[config.mk]
export PLATFORM = sky130hd
export DESIGN_NAME = coi_channel_override
export DESIGN_NICKNAME = d
export VERILOG_FILES = /design/src/hdl/coi_channel_override.v /design/src/hdl/coi_pulse_chan.v
export VERILOG_INCLUDE_DIRS = /design/src /design/src/hdl
export SDC_FILE = /design/constraint.sdc
export NUM_CORES = 1
export LEC_CHECK = 0
export ABC_CLOCK_PERIOD_IN_PS = 4390
export BUFFER_PORTS_ARGS = -buffer_cell sky130_fd_sc_hd__buf_2
export CORE_MARGIN = 3
export CORE_UTILIZATION = 55
export DETAILED_ROUTE_END_ITERATION = 12
export PLACE_DENSITY_LB_ADDON = 0.08
export SETUP_SLACK_MARGIN = 0.05
export SKIP_LAST_GASP = 1
export SLEW_MARGIN = 20
export SYNTH_ARGS = -nofsm -noshare
export SYNTH_HDL_FRONTEND = slang
export SYNTH_SLANG_ARGS = --single-unit
export TNS_END_PERCENT = 5
[constraint.sdc]
create_clock -name clk -period 4.39 [get_ports clk]
set_clock_uncertainty 0.15 [all_clocks]
set_input_delay 0.439 -clock clk [delete_from_list [all_inputs] [get_ports clk]]
set_output_delay 0.439 -clock clk [all_outputs]
set_load 0.02 [all_outputs]
[src/hdl/coi_regs.vh]
// Constants of the channel override and integrity block
`ifndef COI_REGS_VH
`define COI_REGS_VH

// ----------------------------------------------------------------
// Timing
// ----------------------------------------------------------------
`define COI_CLK_MHZ          25
`define COI_ON_PULSE_US      100
`define COI_OFF_PULSE_US     125
// Pulse lengths in system clocks, sized to the pulse counter
`define COI_ON_PULSE_CYC     12'h9C4
`define COI_OFF_PULSE_CYC    12'hC35
`define COI_PULSE_CNT_W      12

// ----------------------------------------------------------------
// Serial frames
// ----------------------------------------------------------------
`define COI_FRAME_BITS       32
`define COI_BIT_CNT_W        6
`define COI_REQ_LOW_FRAME    32'hBAAA_AAAA
`define COI_REQ_HIGH_FRAME   32'hCAAA_AAAB
`define COI_CMD_CODE_MSB     31
`define COI_CMD_CODE_LSB     28
`define COI_CMD_PULSE_CODE   4'h9
`define COI_CMD_ON_MSB       15
`define COI_CMD_ON_LSB       8
`define COI_CMD_OFF_MSB      7
`define COI_CMD_OFF_LSB      0
`define COI_RESP_LOW_HDR     4'hB
`define COI_RESP_HIGH_HDR    4'hC
`define COI_RESP_MARK        1'h1
`define COI_RESP_PATTERN     6'h15

// ----------------------------------------------------------------
// Gate current source codes
// ----------------------------------------------------------------
`define COI_GCS_TRI          3'h0
`define COI_GCS_P_ON         3'h4
`define COI_GCS_P_OFF        3'h2
`define COI_GCS_N_ON         3'h1
`define COI_GCS_N_OFF        3'h2

// ----------------------------------------------------------------
// Synchroniser vector (bit positions and reset levels)
// ----------------------------------------------------------------
`define COI_SYNC_W           64
`define COI_SYNC_RST         64'h0000_0000_00FF_1805
`define COI_S_CSN            0
`define COI_S_KILL_H         1
`define COI_S_KILL_N         2
`define COI_S_LS_UV          3
`define COI_S_LS_OV          4
`define COI_S_LST_BUSY       5
`define COI_S_LST_FAIL       6
`define COI_S_CSC_BUSY       7
`define COI_S_CSC_FAIL       8
`define COI_S_BS_UV          9
`define COI_S_CP_UV          10
`define COI_S_EN6            11
`define COI_S_RST_N          12
`define COI_S_CCW_FAIL       13
`define COI_S_MOSI           14
`define COI_S_SCK            15
`define COI_S_DCP_LSB        16
`define COI_S_CMP_LSB        24
`define COI_S_OC_LSB         32
`define COI_S_STG_LSB        40
`define COI_S_STB_LSB        48
`define COI_S_OL_LSB         56

`endif

[src/hdl/coi_channel_override.v]
// Output arbitration, diagnostic pulses and integrity readback for eight channels
//
// Behaviour
// - OFF pulse forces channel off 100-150 us
// - ON pulse forces channel on 80-120 us
// - After pulse, normal control source resumes
// - Frame 9 pulse requests latched, cleared when done
// - Requests ignored while channel pulse latched
// - Both requested: pulse opposite current state
// - H-bridge channels ignore pulse requests
// - Kill pins, logic supply faults stop ch1-6
// - Self test three-states; self check mixed
// - Battery or pump undervoltage stops all
// - Enable clear three-states; protective bit offs
// - Channel six pin low stops channel 6
// - Reset pin, overcurrent, watchdog latch off
// - Short and open faults only latched
// - Bridged ch7-8 follow ch1-6 responses
// - Integrity request answered in next frame
// - Integrity frame header, fields, even parity
// - P-channel gate code 100/010/000
// - N-channel gate code 001/010/000
// - Command bit from source select logic
// - Level bit reports output comparator
`include "coi_regs.vh"

module coi_channel_override (
	input  wire       clk,
	input  wire       nrst,
	input  wire       spi_sck,
	input  wire       spi_csn_n,
	input  wire       spi_mosi,
	output reg        spi_miso_ff,
	input  wire       kill_pin_high,
	input  wire       kill_pin_low_n,
	input  wire       logic_supply_uv,
	input  wire       logic_supply_ov,
	input  wire       logic_self_test_busy,
	input  wire       logic_self_test_fail,
	input  wire       comparator_self_check_busy,
	input  wire       comparator_self_check_fail,
	input  wire       battery_supply_uv,
	input  wire       charge_pump_uv,
	input  wire       channel_six_enable_pin,
	input  wire       reset_pin_low_n,
	input  wire       comm_check_watchdog_fail,
	input  wire [7:0] direct_control_pin_n,
	input  wire [7:0] output_level_cmp,
	input  wire [7:0] overcurrent_fault,
	input  wire [7:0] short_to_ground,
	input  wire [7:0] short_to_battery,
	input  wire [7:0] open_load,
	input  wire [7:0] serial_on_bit,
	input  wire [7:0] control_source_select,
	input  wire [7:0] output_enable_bit,
	input  wire [7:0] protective_off_bit,
	input  wire [7:0] p_channel_cfg,
	input  wire       hbridge_mode,
	input  wire       reengage_req,
	output reg  [7:0] gate_on_ff,
	output reg  [7:0] gate_tri_ff,
	output reg  [7:0] manual_off_ff,
	output reg  [7:0] manual_tri_ff,
	output wire [7:0] on_pulse_busy,
	output wire [7:0] off_pulse_busy,
	output reg  [7:0] short_to_ground_ff,
	output reg  [7:0] short_to_battery_ff,
	output reg  [7:0] open_load_ff
);

	// ----------------------------------------------------------------
	// Input synchronisers
	// ----------------------------------------------------------------
	wire [`COI_SYNC_W-1:0] async_in;
	reg  [`COI_SYNC_W-1:0] meta_ff;
	reg  [`COI_SYNC_W-1:0] sync_ff;

	assign async_in = {open_load, short_to_battery, short_to_ground, overcurrent_fault,
		output_level_cmp, direct_control_pin_n, spi_sck, spi_mosi,
		comm_check_watchdog_fail, reset_pin_low_n, channel_six_enable_pin,
		charge_pump_uv, battery_supply_uv, comparator_self_check_fail,
		comparator_self_check_busy, logic_self_test_fail, logic_self_test_busy,
		logic_supply_ov, logic_supply_uv, kill_pin_low_n, kill_pin_high, spi_csn_n};

	// Reset levels match the idle pins, so no false edge or disable follows reset
	always @(posedge clk or negedge nrst) begin
		if (!nrst) begin
			meta_ff <= `COI_SYNC_RST;
			sync_ff <= `COI_SYNC_RST;
		end else begin
			meta_ff <= async_in;
			sync_ff <= meta_ff;
		end
	end

	wire       s_csn    = sync_ff[`COI_S_CSN];
	wire       s_sck    = sync_ff[`COI_S_SCK];
	wire       s_mosi   = sync_ff[`COI_S_MOSI];
	wire [7:0] s_dcp_n  = sync_ff[`COI_S_DCP_LSB +: 8];
	wire [7:0] s_cmp    = sync_ff[`COI_S_CMP_LSB +: 8];
	wire [7:0] s_oc     = sync_ff[`COI_S_OC_LSB +: 8];
	wire [7:0] s_stg    = sync_ff[`COI_S_STG_LSB +: 8];
	wire [7:0] s_stb    = sync_ff[`COI_S_STB_LSB +: 8];
	wire [7:0] s_ol     = sync_ff[`COI_S_OL_LSB +: 8];

	// ----------------------------------------------------------------
	// Channel groups and disable sources
	// ----------------------------------------------------------------
	// Safety group: channels 1-6, plus 7-8 once bridged
	wire [7:0] grp      = {hbridge_mode, hbridge_mode, 6'h3F};
	wire [7:0] all_ch   = 8'hFF;
	wire [7:0] ch_six   = 8'h20;

	wire auto_grp_off = sync_ff[`COI_S_KILL_H] | ~sync_ff[`COI_S_KILL_N]
		| sync_ff[`COI_S_LS_UV];
	wire auto_all_off = sync_ff[`COI_S_BS_UV] | sync_ff[`COI_S_CP_UV];
	wire lst_busy     = sync_ff[`COI_S_LST_BUSY];
	wire csc_busy     = sync_ff[`COI_S_CSC_BUSY];
	wire test_fail    = sync_ff[`COI_S_LST_FAIL] | sync_ff[`COI_S_CSC_FAIL];
	wire ls_ov        = sync_ff[`COI_S_LS_OV];
	wire ccw_fail     = sync_ff[`COI_S_CCW_FAIL];
	wire rst_pin      = ~sync_ff[`COI_S_RST_N];
	wire en6_low      = ~sync_ff[`COI_S_EN6];

	// Automatic sources act only while present
	wire [7:0] auto_off = ({8{auto_grp_off}} & grp)
		| ({8{auto_all_off}} & all_ch)
		| ({8{csc_busy}} & grp)
		| ({8{en6_low}} & ch_six);
	wire [7:0] auto_tri = ({8{lst_busy}} & all_ch)
		| ({8{csc_busy}} & ~grp);

	// Latching sources hold until re-engagement with the cause gone
	wire [7:0] set_man_off = ({8{ls_ov | test_fail | ccw_fail}} & grp)
		| ({8{rst_pin}} & all_ch)
		| s_oc
		| protective_off_bit;
	wire [7:0] set_man_tri = ({8{test_fail}} & ~grp)
		| ~output_enable_bit;

	// ----------------------------------------------------------------
	// Manual re-engagement latches
	// ----------------------------------------------------------------
	always @(posedge clk or negedge nrst) begin
		if (!nrst) begin
			manual_off_ff <= 8'h00;
			manual_tri_ff <= 8'h00;
		end else begin
			// A cause still present re-sets in the clear cycle, so set wins
			manual_off_ff <= (reengage_req ? 8'h00 : manual_off_ff) | set_man_off;
			manual_tri_ff <= (reengage_req ? 8'h00 : manual_tri_ff) | set_man_tri;
		end
	end

	// ----------------------------------------------------------------
	// Fault records
	// ----------------------------------------------------------------
	// Faults below never touch the outputs, they are only recorded
	always @(posedge clk or negedge nrst) begin
		if (!nrst) begin
			short_to_ground_ff  <= 8'h00;
			short_to_battery_ff <= 8'h00;
			open_load_ff        <= 8'h00;
		end else begin
			short_to_ground_ff  <= (reengage_req ? 8'h00 : short_to_ground_ff) | s_stg;
			short_to_battery_ff <= (reengage_req ? 8'h00 : short_to_battery_ff) | s_stb;
			open_load_ff        <= (reengage_req ? 8'h00 : open_load_ff) | s_ol;
		end
	end

	// ----------------------------------------------------------------
	// Serial slave, sampled by the system clock
	// ----------------------------------------------------------------
	reg                       sck_d_ff;
	reg                       csn_d_ff;
	reg  [`COI_FRAME_BITS-1:0] rx_ff;
	reg  [`COI_FRAME_BITS-1:0] tx_ff;
	reg  [`COI_FRAME_BITS-1:0] pend_ff;
	reg  [`COI_BIT_CNT_W-1:0]  bit_cnt_ff;
	reg  [7:0]                 req_on_ff;
	reg  [7:0]                 req_off_ff;
	wire [`COI_FRAME_BITS-1:0] resp_low;
	wire [`COI_FRAME_BITS-1:0] resp_high;

	wire sck_rise  = s_sck & ~sck_d_ff;
	wire sck_fall  = ~s_sck & sck_d_ff;
	wire csn_fall  = ~s_csn & csn_d_ff;
	wire csn_rise  = s_csn & ~csn_d_ff;
	wire frame_ok  = (bit_cnt_ff == 6'h20);
	wire is_pulse  = rx_ff[`COI_CMD_CODE_MSB:`COI_CMD_CODE_LSB] == `COI_CMD_PULSE_CODE;

	always @(posedge clk or negedge nrst) begin
		if (!nrst) begin
			sck_d_ff    <= 1'b0;
			csn_d_ff    <= 1'b1;
			rx_ff       <= 32'h0000_0000;
			tx_ff       <= 32'h0000_0000;
			pend_ff     <= 32'h0000_0000;
			bit_cnt_ff  <= 6'h00;
			spi_miso_ff <= 1'b0;
			req_on_ff   <= 8'h00;
			req_off_ff  <= 8'h00;
		end else begin
			sck_d_ff   <= s_sck;
			csn_d_ff   <= s_csn;
			req_on_ff  <= 8'h00;
			req_off_ff <= 8'h00;
			if (csn_fall) begin
				// Answer to the previous frame goes out now
				tx_ff       <= pend_ff;
				spi_miso_ff <= pend_ff[31];
				bit_cnt_ff  <= 6'h00;
			end else if (!s_csn && sck_rise) begin
				rx_ff      <= {rx_ff[30:0], s_mosi};
				// Saturate, so an overlong frame never wraps back to a valid count
				bit_cnt_ff <= (bit_cnt_ff == 6'h3F) ? bit_cnt_ff : bit_cnt_ff + 6'h01;
			end else if (!s_csn && sck_fall) begin
				tx_ff       <= {tx_ff[30:0], 1'b0};
				spi_miso_ff <= tx_ff[30];
			end else if (csn_rise) begin
				// Any other frame leaves no answer for the next one
				pend_ff <= 32'h0000_0000;
				if (frame_ok && rx_ff == `COI_REQ_LOW_FRAME) begin
					pend_ff <= resp_low;
				end else if (frame_ok && rx_ff == `COI_REQ_HIGH_FRAME) begin
					pend_ff <= resp_high;
				end else if (frame_ok && is_pulse) begin
					req_on_ff  <= rx_ff[`COI_CMD_ON_MSB:`COI_CMD_ON_LSB];
					req_off_ff <= rx_ff[`COI_CMD_OFF_MSB:`COI_CMD_OFF_LSB];
				end
			end
		end
	end

	// ----------------------------------------------------------------
	// Per channel control
	// ----------------------------------------------------------------
	wire [7:0]  cmd_on;
	wire [7:0]  nxt_gate_on;
	wire [7:0]  nxt_gate_tri;
	wire [23:0] gcs;

	genvar i;
	generate
		for (i = 0; i < 8; i = i + 1) begin : g_ch
			// Only the bridged pair sees the bridge flag
			coi_pulse_chan u_pulse (
				.clk         (clk),
				.nrst        (nrst),
				.req_on      (req_on_ff[i]),
				.req_off     (req_off_ff[i]),
				.hbridge     (hbridge_mode & (i >= 6)),
				.out_is_on   (gate_on_ff[i]),
				.on_busy_ff  (on_pulse_busy[i]),
				.off_busy_ff (off_pulse_busy[i])
			);

			// Pin is active low, select high picks the serial bit
			assign cmd_on[i] = control_source_select[i] ? serial_on_bit[i]
				: ~s_dcp_n[i];

			// Three-state beats active off, which beats any pulse
			assign nxt_gate_tri[i] = auto_tri[i] | manual_tri_ff[i];
			assign nxt_gate_on[i]  = ~nxt_gate_tri[i] & ~auto_off[i] & ~manual_off_ff[i]
				& ~off_pulse_busy[i] & (on_pulse_busy[i] | cmd_on[i]);

			assign gcs[3*i +: 3] = gate_tri_ff[i] ? `COI_GCS_TRI
				: p_channel_cfg[i] ? (gate_on_ff[i] ? `COI_GCS_P_ON : `COI_GCS_P_OFF)
				: (gate_on_ff[i] ? `COI_GCS_N_ON : `COI_GCS_N_OFF);
		end
	endgenerate

	// ----------------------------------------------------------------
	// Gate output registers
	// ----------------------------------------------------------------
	// Reset holds every channel three-state until the first clock edge after reset is released, while the synchronisers still hold their reset levels
	always @(posedge clk or negedge nrst) begin
		if (!nrst) begin
			gate_on_ff  <= 8'h00;
			gate_tri_ff <= 8'hFF;
		end else begin
			gate_on_ff  <= nxt_gate_on;
			gate_tri_ff <= nxt_gate_tri;
		end
	end

	// ----------------------------------------------------------------
	// Integrity readback frames
	// ----------------------------------------------------------------
	// Gate codes come from the registered gate state, so they show what is driven
	wire [30:0] body_low  = {`COI_RESP_LOW_HDR, `COI_RESP_MARK, `COI_RESP_PATTERN,
		s_cmp[3:0],
		cmd_on[3:0],
		gcs[11:0]};
	wire [30:0] body_high = {`COI_RESP_HIGH_HDR, `COI_RESP_MARK, `COI_RESP_PATTERN,
		s_cmp[7:4],
		cmd_on[7:4],
		gcs[23:12]};

	assign resp_low  = {body_low, ^body_low};
	assign resp_high = {body_high, ^body_high};

endmodule // coi_channel_override

[src/hdl/coi_pulse_chan.v]
// One channel of the silent diagnostic pulse generator
`include "coi_regs.vh"

module coi_pulse_chan (
	input  wire clk,
	input  wire nrst,
	input  wire req_on,
	input  wire req_off,
	input  wire hbridge,
	input  wire out_is_on,
	output reg  on_busy_ff,
	output reg  off_busy_ff
);

	localparam [`COI_PULSE_CNT_W-1:0] ON_CYC  = `COI_ON_PULSE_CYC;
	localparam [`COI_PULSE_CNT_W-1:0] OFF_CYC = `COI_OFF_PULSE_CYC;
	localparam [`COI_PULSE_CNT_W-1:0] ONE     = 12'h001;

	reg  [`COI_PULSE_CNT_W-1:0] cnt_ff;
	reg  [`COI_PULSE_CNT_W-1:0] nxt_cnt;
	reg                         nxt_on_busy;
	reg                         nxt_off_busy;
	reg                         take_on;
	wire                        busy;

	assign busy = on_busy_ff | off_busy_ff;

	always @* begin
		nxt_cnt      = cnt_ff;
		nxt_on_busy  = on_busy_ff;
		nxt_off_busy = off_busy_ff;
		take_on      = req_on & (~req_off | ~out_is_on);
		// Requests are dropped while busy or in bridge mode
		if (!busy && !hbridge && (req_on || req_off)) begin
			nxt_on_busy  = take_on;
			nxt_off_busy = ~take_on;
			nxt_cnt      = take_on ? ON_CYC : OFF_CYC;
		end else if (busy) begin
			if (cnt_ff == ONE) begin
				nxt_on_busy  = 1'b0;
				nxt_off_busy = 1'b0;
			end
			nxt_cnt = cnt_ff - ONE;
		end
	end

	always @(posedge clk or negedge nrst) begin
		if (!nrst) begin
			cnt_ff      <= 12'h000;
			on_busy_ff  <= 1'b0;
			off_busy_ff <= 1'b0;
		end else begin
			cnt_ff      <= nxt_cnt;
			on_busy_ff  <= nxt_on_busy;
			off_busy_ff <= nxt_off_busy;
		end
	end

endmodule // coi_pulse_chan

==> impl_metrics.env, run 1 <==
export IMPL_synth_edf_count=0
export IMPL_grt_overflow=0
export IMPL_p_clk_frac=0.451
export IMPL_dr_pass1_iters=5
export IMPL_use_met3=0.0595
export IMPL_pin_count=181
export IMPL_timing_setup_tns_ns=0
export IMPL_rows=62
export IMPL_worst_ep_arrival_time_ns=2.96
export IMPL_drive_above_1_share=0.207
export IMPL_synth_nets=1556
export IMPL_port_buffers=180
export IMPL_vias_per_cell=5.57
export IMPL_grt_pass1_wl_um=63900
export IMPL_synth_top_area_frac=0.572
export IMPL_cts_setup_buffers=0
export IMPL_top_usage_layer="met2"
export IMPL_netlist_instances=1430
export IMPL_setup_violations_final=0
export IMPL_p_seq_frac=0.493
export IMPL_globalRouteMet1Util=0.351
export IMPL_post_cts_resized=0
export IMPL_cts_max_path_buffers=3
export IMPL_dieWidth_um=179
export IMPL_synth_seq_cells=408
export IMPL_status="finished, final reports clean"
export IMPL_drt_initial_drc_count=680
export IMPL_insertion_delay_ns=0.55
export IMPL_yosys_most_used_dff="dfrtp_1"
export IMPL_hpwl_um=26100
export IMPL_ys_warn_count=0
export IMPL_grt_max_degree=132
export IMPL_synth_distinct_cells=66
export IMPL_clkTransAtPathRegs_ns=0.06
export IMPL_fin_crit_sh=0.606
export IMPL_crit_fanout=8
export IMPL_grt_use_met2=0.405
export IMPL_pwr_share_comb=0.055
export IMPL_gr_usage_all_layers=0.254
export IMPL_grt_pass1_vias=11969
export IMPL_relSlewSlack=0.310
export IMPL_worst_hold_path_type="in -> reg"
export IMPL_core_area_mm2=0.0291
export IMPL_root_buffer="clkbuf_16"
export IMPL_syn_cell_area_mm2=0.0164
export IMPL_setup_slack_ns=1.73
export IMPL_required_ns=4.69
export IMPL_tightest_slew_ns=1.03
export IMPL_die_y_um=179
export IMPL_p_int_mw=6.24
export IMPL_yosys_top_cells_area="dfrtp_1, dfstp_2, o21ai_0"
export IMPL_leakagePower_nw=9.15
export IMPL_rsz0062_at_grt="no"
export IMPL_area_growth_pct=20.9
export IMPL_post_route_drc_count=0
export IMPL_critPathLaunchType="flop"
export IMPL_antenna_found_initial=1
export IMPL_synth_common_cells="dfrtp_1, nor2_1, o21ai_0"
export IMPL_gp_congestion=0.852
export IMPL_power_switching_mw=1.81
export IMPL_end_kind="flop"
export IMPL_yosysMostFrequentCell="dfrtp_1"
export IMPL_swShare=0.225
export IMPL_worstSetupPathType="reg -> reg"
export IMPL_maxCapViolCount=0
export IMPL_ir_drop_mv=0.445
export IMPL_hold_viol=0
export IMPL_synth_top_area_cell="dfrtp_1"
export IMPL_final_net_count=1810
export IMPL_die_area_mm2=0.0319
export IMPL_pre_cts_ws_ns=1.84
export IMPL_ant_nets=0
export IMPL_avgRoutedWirePerCell_um=18.8
export IMPL_numCtsBuffers=42
export IMPL_cts_tree="yes"
export IMPL_wl_um=39400
export IMPL_cts_htree_levels=2
export IMPL_synth_seq_area_share=0.625
export IMPL_async_flop_share=1.00
export IMPL_syn_area_per_cell_um2=11.5
export IMPL_start_util=0.564
export IMPL_routed_via_count=11701
export IMPL_period_needed_ns=2.66
export IMPL_drv_slew=0
export IMPL_powerDensity_mw_per_mm2=405
export IMPL_fmax_mhz=376
export IMPL_numClockSinks=408
==> metrics by stage <==
stage	utilization	hold slack [ns]	total power [mW]	cells	instance area, µm²
global placement	0.605	0.181	4.41	1941	17600
detailed placement	0.605	0.185	4.42	1941	17600
CTS	0.682	0.00563	8.10	2099	19800
floorplan	-	-0.00659	4.19	1430	16400
global route	0.682	0.0174	8.32	2100	19800
finish	0.682	0.0185	8.05	2100	19800
==> logic make-up (layout without fill, tap and decap cells) <==
logic type                 after synthesis  count (layout)  synth area share
DFF                                    408             408             0.625
adders and majority gates               18              18            0.0137
and+or+nand+nor                        455             455             0.139
xor gates and xnor gates                39              39            0.0225
buffers and inverters                  112             397            0.0315
muxes                                   68              68            0.0439
AOI/OAI and AO/OA                      330             330             0.124
other                                    0               1                 0
==> cell type report <==
class,instances,area [µm²]
Antenna cell,1,2.50
Clock buffer,54,1150
Clock inverter,21,263
Fill cell,2126,9250
Inverter,44,165
Multi-Input combinational cell,910,5670
Sequential cell,408,10300
Tap cell,384,480
Timing Repair Buffer,278,1870
==> state kept, by name, summed over array words and instances (netlist names), 24 cells and up <==
register / count
g_ch.u_pulse.cnt_ff: 96
sync_ff: 64
rx_ff: 32
pend_ff: 24
meta_ff: 64
tx_ff: 31
==> final timing paths <==
| check | start | endpoint | slack (ns) | cells after the start |
|---|---|---|---|---|
| setup / recovery | rx_ff[4] | pend_ff[1] | 1.73 | 7 |
| max in group asynchronous | nrst | meta_ff[18] | 2.45 | 3 |
| setup reg to reg | rx_ff[4] | pend_ff[1] | 1.73 | 7 |
| hold reg to reg | meta_ff[13] | sync_ff[13] | 0.19 | 0 |
| hold / removal | p_channel_cfg[4] | pend_ff[1] | 0.02 | 2 |
| min in group asynchronous | nrst | g_ch[1].u_pulse.cnt_ff[9] | 0.44 | 2 |
==> per-layer routing <==
metal / up-vias / part of all wire
met5: - / 0
met4: 0 / 0.027
met3: 67 / 0.066
met2: 302 / 0.47
met1: 5787 / 0.44
li1: 5545 / -
==> layout by cell type, fill, tap and decap left out, drive strengths merged, types with 19 or more instances in the layout <==
cell         Yosys  final
dfrtp          375    375
buf             31    195
nor2           123    123
o21ai          121    121
nand2          116    116
dlygate4sd3      0     83
a21oi           77     77
clkbuf          37     54
nor3            52     52
inv             44     46
mux2i           36     36
a21o            34     34
dfstp           33     33
mux2            32     32
xnor2           27     27
and2            20     20
nand3           19     19
==> power by group through the flow <==
stage	clock network, mW	logic [mW]	registers (mW)
finish	3.63	0.443	3.97
global route	3.85	0.490	3.98
CTS	3.68	0.446	3.97
detailed placement	0	0.385	4.03
global placement	0	0.379	4.03
floorplan	0	0.150	4.04
==> worst max-delay path, stage by stage, from the launching register on <==
cell and delay [ns]:
dfrtp_1 0.39, nor4bb_1 0.46, nand4_1 0.18, nor3_2 0.27, nand3_1 0.36, nor4b_1 0.52, a22oi_1 0.14, o21ai_0 0.11
==> repair_timing <==
item,in CTS,in global routing
endpoints found under the hold margin,196,0
hold buffers,83,0
endpoints found under the setup margin,0,0
No activity file was read; power rests on OpenSTA's default activity.
==> inputs of run 2 (changes only) <==
--- a/config.mk
+++ b/config.mk
@@ -6,10 +6,11 @@
 export SDC_FILE = /design/constraint.sdc
 export NUM_CORES = 1
 export LEC_CHECK = 0
-export ABC_CLOCK_PERIOD_IN_PS = 4390
+export ABC_AREA = 1
+export ABC_CLOCK_PERIOD_IN_PS = 2300
 export BUFFER_PORTS_ARGS = -buffer_cell sky130_fd_sc_hd__buf_2
 export CORE_MARGIN = 3
-export CORE_UTILIZATION = 55
+export CORE_UTILIZATION = 53
 export DETAILED_ROUTE_END_ITERATION = 12
 export PLACE_DENSITY_LB_ADDON = 0.08
 export SETUP_SLACK_MARGIN = 0.05
==> constraint.sdc (replaced) <==
create_clock -name clk -period 2.3 [get_ports clk]
set_clock_uncertainty 0.15 [all_clocks]
set_input_delay 0.23 -clock clk [delete_from_list [all_inputs] [get_ports clk]]
set_output_delay 0.23 -clock clk [all_outputs]
set_load 0.02 [all_outputs]
==> impl_metrics.env, run 2 <==
export IMPL_clkTransAtPathRegs_ns=0.06
export IMPL_setup_violations_final=0
export IMPL_avgRoutedWirePerCell_um=16.2
export IMPL_rows=65
export IMPL_start_util=0.541
export IMPL_cp_slowest_stage_delay_ns=0.54
export IMPL_synth_top_area_cell="dfrtp_1"
export IMPL_numCtsBuffers=43
export IMPL_grt_overflow=0
export IMPL_cts_max_path_buffers=3
export IMPL_hold_viol=1
export IMPL_wl_um=41500
export IMPL_relSlewSlack=0.596
export IMPL_netlist_instances=1824
export IMPL_antennaDiodeCount=0
export IMPL_regMostFlops="g_ch.u_pulse.cnt_ff"
export IMPL_yosys_most_used_dff="dfrtp_1"
export IMPL_failed_checks="hold timing"
export IMPL_drive_above_1_share=0.162
export IMPL_fin_area_mm2=0.0212
export IMPL_gp_congestion=0.882
export IMPL_area_growth_pct=23.3
export IMPL_drt_initial_drc_count=721
export IMPL_yosysMostFrequentCell="dfrtp_1"
export IMPL_fmax_mhz=476
export IMPL_largest_reg_flops=96
export IMPL_cpMostUsedCell="nand2_1"
export IMPL_ys_warn_count=0
export IMPL_die_area_mm2=0.0346
export IMPL_required_ns=2.58
export IMPL_layout_commonest_cell="dfrtp_1"
export IMPL_top_regs="g_ch.u_pulse.cnt_ff (96), meta_ff (64), sync_ff (64)"
export IMPL_dieWidth_um=186
export IMPL_rsz0062_at_grt="no"
export IMPL_synth_nets=1950
export IMPL_gr_usage_all_layers=0.246
export IMPL_syn_cell_area_mm2=0.0172
export IMPL_pin_count=181
export IMPL_ant_nets=0
export IMPL_nFillCells=2461
export IMPL_grt_pass1_vias=13363
export IMPL_worst_hold_path_type="in -> reg"
export IMPL_synth_common_cells="dfrtp_1, nand2_1, inv_1"
export IMPL_crit_path_top_delay_cell="dlygate4sd3_1"
export IMPL_cts_htree_levels=2
export IMPL_layout_common_cells="dfrtp_1, nand2_1, inv_1"
export IMPL_synth_top_area_frac=0.547
export IMPL_synth_seq_cells=408
export IMPL_hold_ws_ns=-0.00587
export IMPL_regArea_mm2=0.0103
export IMPL_status="finished, violations left"
export IMPL_yosys_top_cells_area="dfrtp_1, nand2_1, inv_1"
export IMPL_critPathLaunchType="input pin"
export IMPL_synth_distinct_cells=49
export IMPL_place_area_mm2=0.0186
export IMPL_post_route_drc_count=0
export IMPL_async_flop_share=1.00
export IMPL_routed_via_count=13452
export IMPL_insertion_delay_ns=0.55
export IMPL_numClockSinks=408
export IMPL_maxCapViolCount=0
export IMPL_dr_pass1_iters=5
export IMPL_end_kind="flop"
export IMPL_worst_ep_arrival_time_ns=2.39
export IMPL_hpwl_um=29100
export IMPL_synth_seq_area_share=0.597
export IMPL_crit_fanout=4
export IMPL_root_buffer="clkbuf_16"
export IMPL_synth_edf_count=0
export IMPL_powerDensity_mw_per_mm2=793
export IMPL_port_buffers=180
export IMPL_fin_crit_sh=0.914
export IMPL_drv_slew=0
export IMPL_period_needed_ns=2.10
export IMPL_die_y_um=186
export IMPL_grt_pass1_wl_um=68100
export IMPL_syn_area_per_cell_um2=9.41
export IMPL_tightest_slew_ns=0.605
export IMPL_ir_drop_mv=0.661
export IMPL_dp_cells=2388
export IMPL_grt_max_degree=71
export IMPL_cts_setup_buffers=0
export IMPL_multi_input_area_mm2=0.00561
export IMPL_antenna_found_initial=0
export IMPL_vias_per_cell=5.23
export IMPL_timing_setup_tns_ns=0
export IMPL_final_net_count=2261
export IMPL_leakagePower_nw=10.5
export IMPL_core_area_mm2=0.0317
export IMPL_fin_cells=2571
export IMPL_path_cells="dlygate4sd3_1, buf_2, nand2_1, dlygate4sd3_1, inv_1, nor2_4, nand2_1, nand2_1, nand2_1, nand2_1, nand2_1, nand2_1, nand2_1, nand3_1, nand3_1, nand2_1, inv_1"
export IMPL_cts_tree="yes"
export IMPL_worstSetupPathType="in -> reg"
## run 2: final cells by class
class | count | share of cell area
clock inverters | 12 | 0.0110
inverters | 266 | 0.0472
multi-input cells | 1099 | 0.265
flip-flops and latches | 408 | 0.485
clock buffers | 67 | 0.0603
well taps | 402 | 0.0238
repair buffers | 317 | 0.108
## run 2: worst paths after layout
check	from	to	slack, ns	depth (start not counted)
max	serial_on_bit[3]	pend_ff[0]	0.20	17
min	control_source_select[3]	pend_ff[16]	-0.006	4
max reg2reg	bit_cnt_ff[0]	pend_ff[15]	0.20	8
min reg2reg	meta_ff[59]	sync_ff[59]	0.19	0
max in group asynchronous	nrst	meta_ff[12]	1.22	3
min in group asynchronous	nrst	g_ch[0].u_pulse.cnt_ff[5]	0.05	2
## run 2: kinds of logic (layout without fill, tap and decap cells)
kind of cell / count (synthesis) / in the layout / synth area share
and+or+nand+nor: 691 / 691 / 0.177
xor gates and xnor gates: 23 / 23 / 0.0117
muxes: 8 / 8 / 0.00525
adders and majority gates: 18 / 18 / 0.0131
AOI/OAI and AO/OA: 359 / 359 / 0.120
buffers and inverters: 317 / 662 / 0.0758
DFF: 408 / 408 / 0.597
## run 2: layer usage
layer	vias to the layer above	GRT usage	share of wire
li1	6568	-	-
met1	6465	0.339	0.44
met2	352	0.398	0.47
met3	67	0.0514	0.059
met4	0	0.0712	0.026
met5	-	0	0
## run 2: critical path: cells and delay by family
kind	cells	cell delay [ns]
simple gates	12	0.85
buf+inv	5	1.30
## run 2: where the power goes
| part | switching, mW | internal, mW | total (mW) |
|---|---|---|---|
| clock | 2.84 | 4.41 | 7.25 |
| combinational | 0.925 | 0.607 | 1.53 |
| sequential | 0.323 | 7.67 | 7.99 |
| total | 4.09 | 12.7 | 16.8 |
## run 2: timing repair
item	4_1_cts	5_1_grt
endpoints found under the hold margin	471	0
hold buffers	104	0
resized for setup	0	2
endpoints found under the setup margin	0	1
## run 2: metrics by stage
stage	power [mW]	setup WS (ns)	hold WS, ns	util
global placement	9.44	0.273	0.0257	0.586
finish	16.8	0.197	-0.00587	0.667
global route	17.5	0.0677	0.0260	0.667
CTS	16.9	0.139	0.00171	0.667
detailed placement	9.49	0.226	0.0239	0.586
floorplan	8.87	0.547	-0.216	-
==> inputs of run 3 (changes only) <==
--- a/config.mk
+++ b/config.mk
@@ -13,10 +13,10 @@
 export CORE_UTILIZATION = 53
 export DETAILED_ROUTE_END_ITERATION = 12
 export PLACE_DENSITY_LB_ADDON = 0.08
-export SETUP_SLACK_MARGIN = 0.05
 export SKIP_LAST_GASP = 1
 export SLEW_MARGIN = 20
 export SYNTH_ARGS = -nofsm -noshare
 export SYNTH_HDL_FRONTEND = slang
+export SYNTH_HIERARCHICAL = 1
 export SYNTH_SLANG_ARGS = --single-unit
 export TNS_END_PERCENT = 5
==> impl_metrics.env, run 3 <==
export IMPL_powerDensity_mw_per_mm2=908
export IMPL_numClockSinks=408
export IMPL_gr_usage_all_layers=0.250
export IMPL_maxCapViolCount=0
export IMPL_regMostFlops="g_ch.u_pulse/cnt_ff"
export IMPL_required_ns=2.60
export IMPL_grt_max_degree=59
export IMPL_p_total_mw=20.1
export IMPL_hpwl_um=30600
export IMPL_p_int_mw=13.9
export IMPL_synth_common_cells="nand2_1, dfrtp_1, inv_1"
export IMPL_cts_htree_levels=2
export IMPL_insertion_delay_ns=0.56
export IMPL_cts_setup_buffers=0
export IMPL_syn_area_per_cell_um2=9.27
export IMPL_tightest_slew_ns=0.771
export IMPL_ant_nets=0
export IMPL_die_area_mm2=0.0364
export IMPL_worst_ep_arrival_time_ns=2.41
export IMPL_period_needed_ns=2.11
export IMPL_cts_tree="yes"
export IMPL_port_buffers=180
export IMPL_dr_pass1_iters=5
export IMPL_async_flop_share=1.00
export IMPL_cts_max_path_buffers=3
export IMPL_layout_commonest_cell="nand2_1"
export IMPL_dieWidth_um=191
export IMPL_multi_input_area_mm2=0.00669
export IMPL_yosys_most_used_dff="dfrtp_1"
export IMPL_synth_top_area_frac=0.519
export IMPL_antenna_found_initial=2
export IMPL_setup_violations_final=0
export IMPL_synth_seq_cells=408
export IMPL_final_net_count=2404
export IMPL_p_clk_frac=0.345
export IMPL_crit_path_top_delay_cell="o21ai_0"
export IMPL_fin_crit_sh=0.918
export IMPL_synth_seq_area_share=0.567
export IMPL_wl_um=44000
export IMPL_worstSetupPathType="reg -> reg"
export IMPL_rows=66
export IMPL_synth_distinct_cells=45
export IMPL_regArea_mm2=0.0103
export IMPL_pin_count=181
export IMPL_p_seq_frac=0.455
export IMPL_synth_edf_count=0
export IMPL_worst_hold_path_type="in -> reg"
export IMPL_top_regs="g_ch.u_pulse/cnt_ff (96), meta_ff (64), sync_ff (64)"
export IMPL_avgRoutedWirePerCell_um=15.9
export IMPL_drv_slew=0
export IMPL_ir_drop_mv=0.711
export IMPL_clkTransAtPathRegs_ns=0.06
export IMPL_power_switching_mw=6.15
export IMPL_end_kind="flop"
export IMPL_fin_cells=2756
export IMPL_ys_warn_count=6
export IMPL_vias_per_cell=5.17
export IMPL_timing_setup_tns_ns=0
export IMPL_cp_slowest_stage_delay_ns=0.62
export IMPL_yosysMostFrequentCell="nand2_1"
export IMPL_yosys_top_cells_area="dfrtp_1, nand2_1, inv_1"
export IMPL_area_growth_pct=22.3
export IMPL_relSlewSlack=0.480
export IMPL_routed_via_count=14258
export IMPL_fmax_mhz=473
export IMPL_crit_fanout=3
export IMPL_nFillCells=2598
export IMPL_numCtsBuffers=43
export IMPL_cpMostUsedCell="nand2_1"
export IMPL_path_cells="o21ai_0, nand2_1, nand2_1, nand2_1, nand2_1, nand2_1, nand2_1, nand2_1, nand3_1, nand2_1, nand2_1, nand2_1"
export IMPL_grt_pass1_wl_um=73000
export IMPL_gp_congestion=0.890
export IMPL_drive_above_1_share=0.202
export IMPL_netlist_instances=1949
export IMPL_rsz0062_at_grt="no"
export IMPL_layout_common_cells="nand2_1, dfrtp_1, inv_1"
export IMPL_status="finished, final reports clean"
export IMPL_hold_viol=0
export IMPL_drt_initial_drc_count=766
export IMPL_dp_cells=2578
export IMPL_pwr_share_comb=0.200
export IMPL_post_route_drc_count=0
export IMPL_critPathLaunchType="flop"
export IMPL_core_area_mm2=0.0330
export IMPL_synth_top_area_cell="dfrtp_1"
export IMPL_grt_pass1_vias=14263
export IMPL_grt_overflow=0
export IMPL_leakagePower_nw=11.2
export IMPL_swShare=0.306
export IMPL_largest_reg_flops=96
export IMPL_root_buffer="clkbuf_16"
export IMPL_die_y_um=191
export IMPL_syn_cell_area_mm2=0.0181
export IMPL_start_util=0.547
export IMPL_utilization=0.669
run 3: logic make-up after synthesis:
group	count (synthesis)	synth area share
and+or+nand+nor	904	0.238
DFF	408	0.567
AOI/OAI and AO/OA	302	0.104
buffers and inverters	291	0.0649
adders and majority gates	18	0.0125
xor gates and xnor gates	18	0.00872
muxes	7	0.00436
other	1	0.000207
run 3: critical path: cells and delay by family (launching register included):
family	cells	cell delay, ns
simple gates	11	0.89
compound gates	1	0.62
flops	1	0.36
run 3: final cells by class:
| class | count | area share |
|---|---|---|
| multi-input combinational | 1261 | 0.303 |
| clock buffer | 62 | 0.0574 |
| inverter | 262 | 0.0463 |
| timing repair buffer | 302 | 0.0976 |
| tap | 442 | 0.0250 |
| antenna | 2 | 0.000226 |
| sequential | 408 | 0.464 |
| clock inverter | 17 | 0.00719 |
run 3: power groups by stage:
stage	combinational (mW)	sequential [mW]	clock, mW
detailed placement	3.86	9.23	0
global placement	3.73	9.21	0
CTS	4.01	9.13	7.08
floorplan	2.89	9.08	0
finish	4.01	9.15	6.93
global route	4.64	9.30	7.40
run 3: worst paths after layout:
kind / from / to / slack (ns) / depth (start not counted)
worst max-delay path: sync_ff[21] / pend_ff[0] / 0.19 / 12
worst min-delay path: control_source_select[4] / gate_on_ff[4] / 0.009 / 4
worst max register to register: sync_ff[21] / pend_ff[0] / 0.19 / 12
worst min register to register: meta_ff[46] / sync_ff[46] / 0.19 / 0
max in group asynchronous: nrst / meta_ff[19] / 1.19 / 3
min in group asynchronous: nrst / tx_ff[25] / 0.04 / 2
run 3: repair_timing:
item | in CTS | in global routing
hold buffers | 97 | 0
resized for setup | 0 | 1
setup endpoints to repair | 0 | 1
hold endpoints to repair | 466 | 0
run 3: per-stage QoR:
| step | setup WS, ns | hold slack, ns | instance area (µm²) |
|---|---|---|---|
| after global routing | 0.00781 | 0.0306 | 22100 |
| after detailed placement | 0.143 | 0.0410 | 19700 |
| after floorplan | 0.527 | -0.216 | 18100 |
| after global placement | 0.157 | 0.0433 | 19700 |
| after CTS | 0.136 | 0.000628 | 22100 |
| final | 0.188 | 0.00863 | 22100 |
run 3: routing by layer:
layer	wire, µm	GRT usage
met5	0	0
met4	925	0.0624
met3	2930	0.0572
met2	20700	0.408
met1	19400	0.342
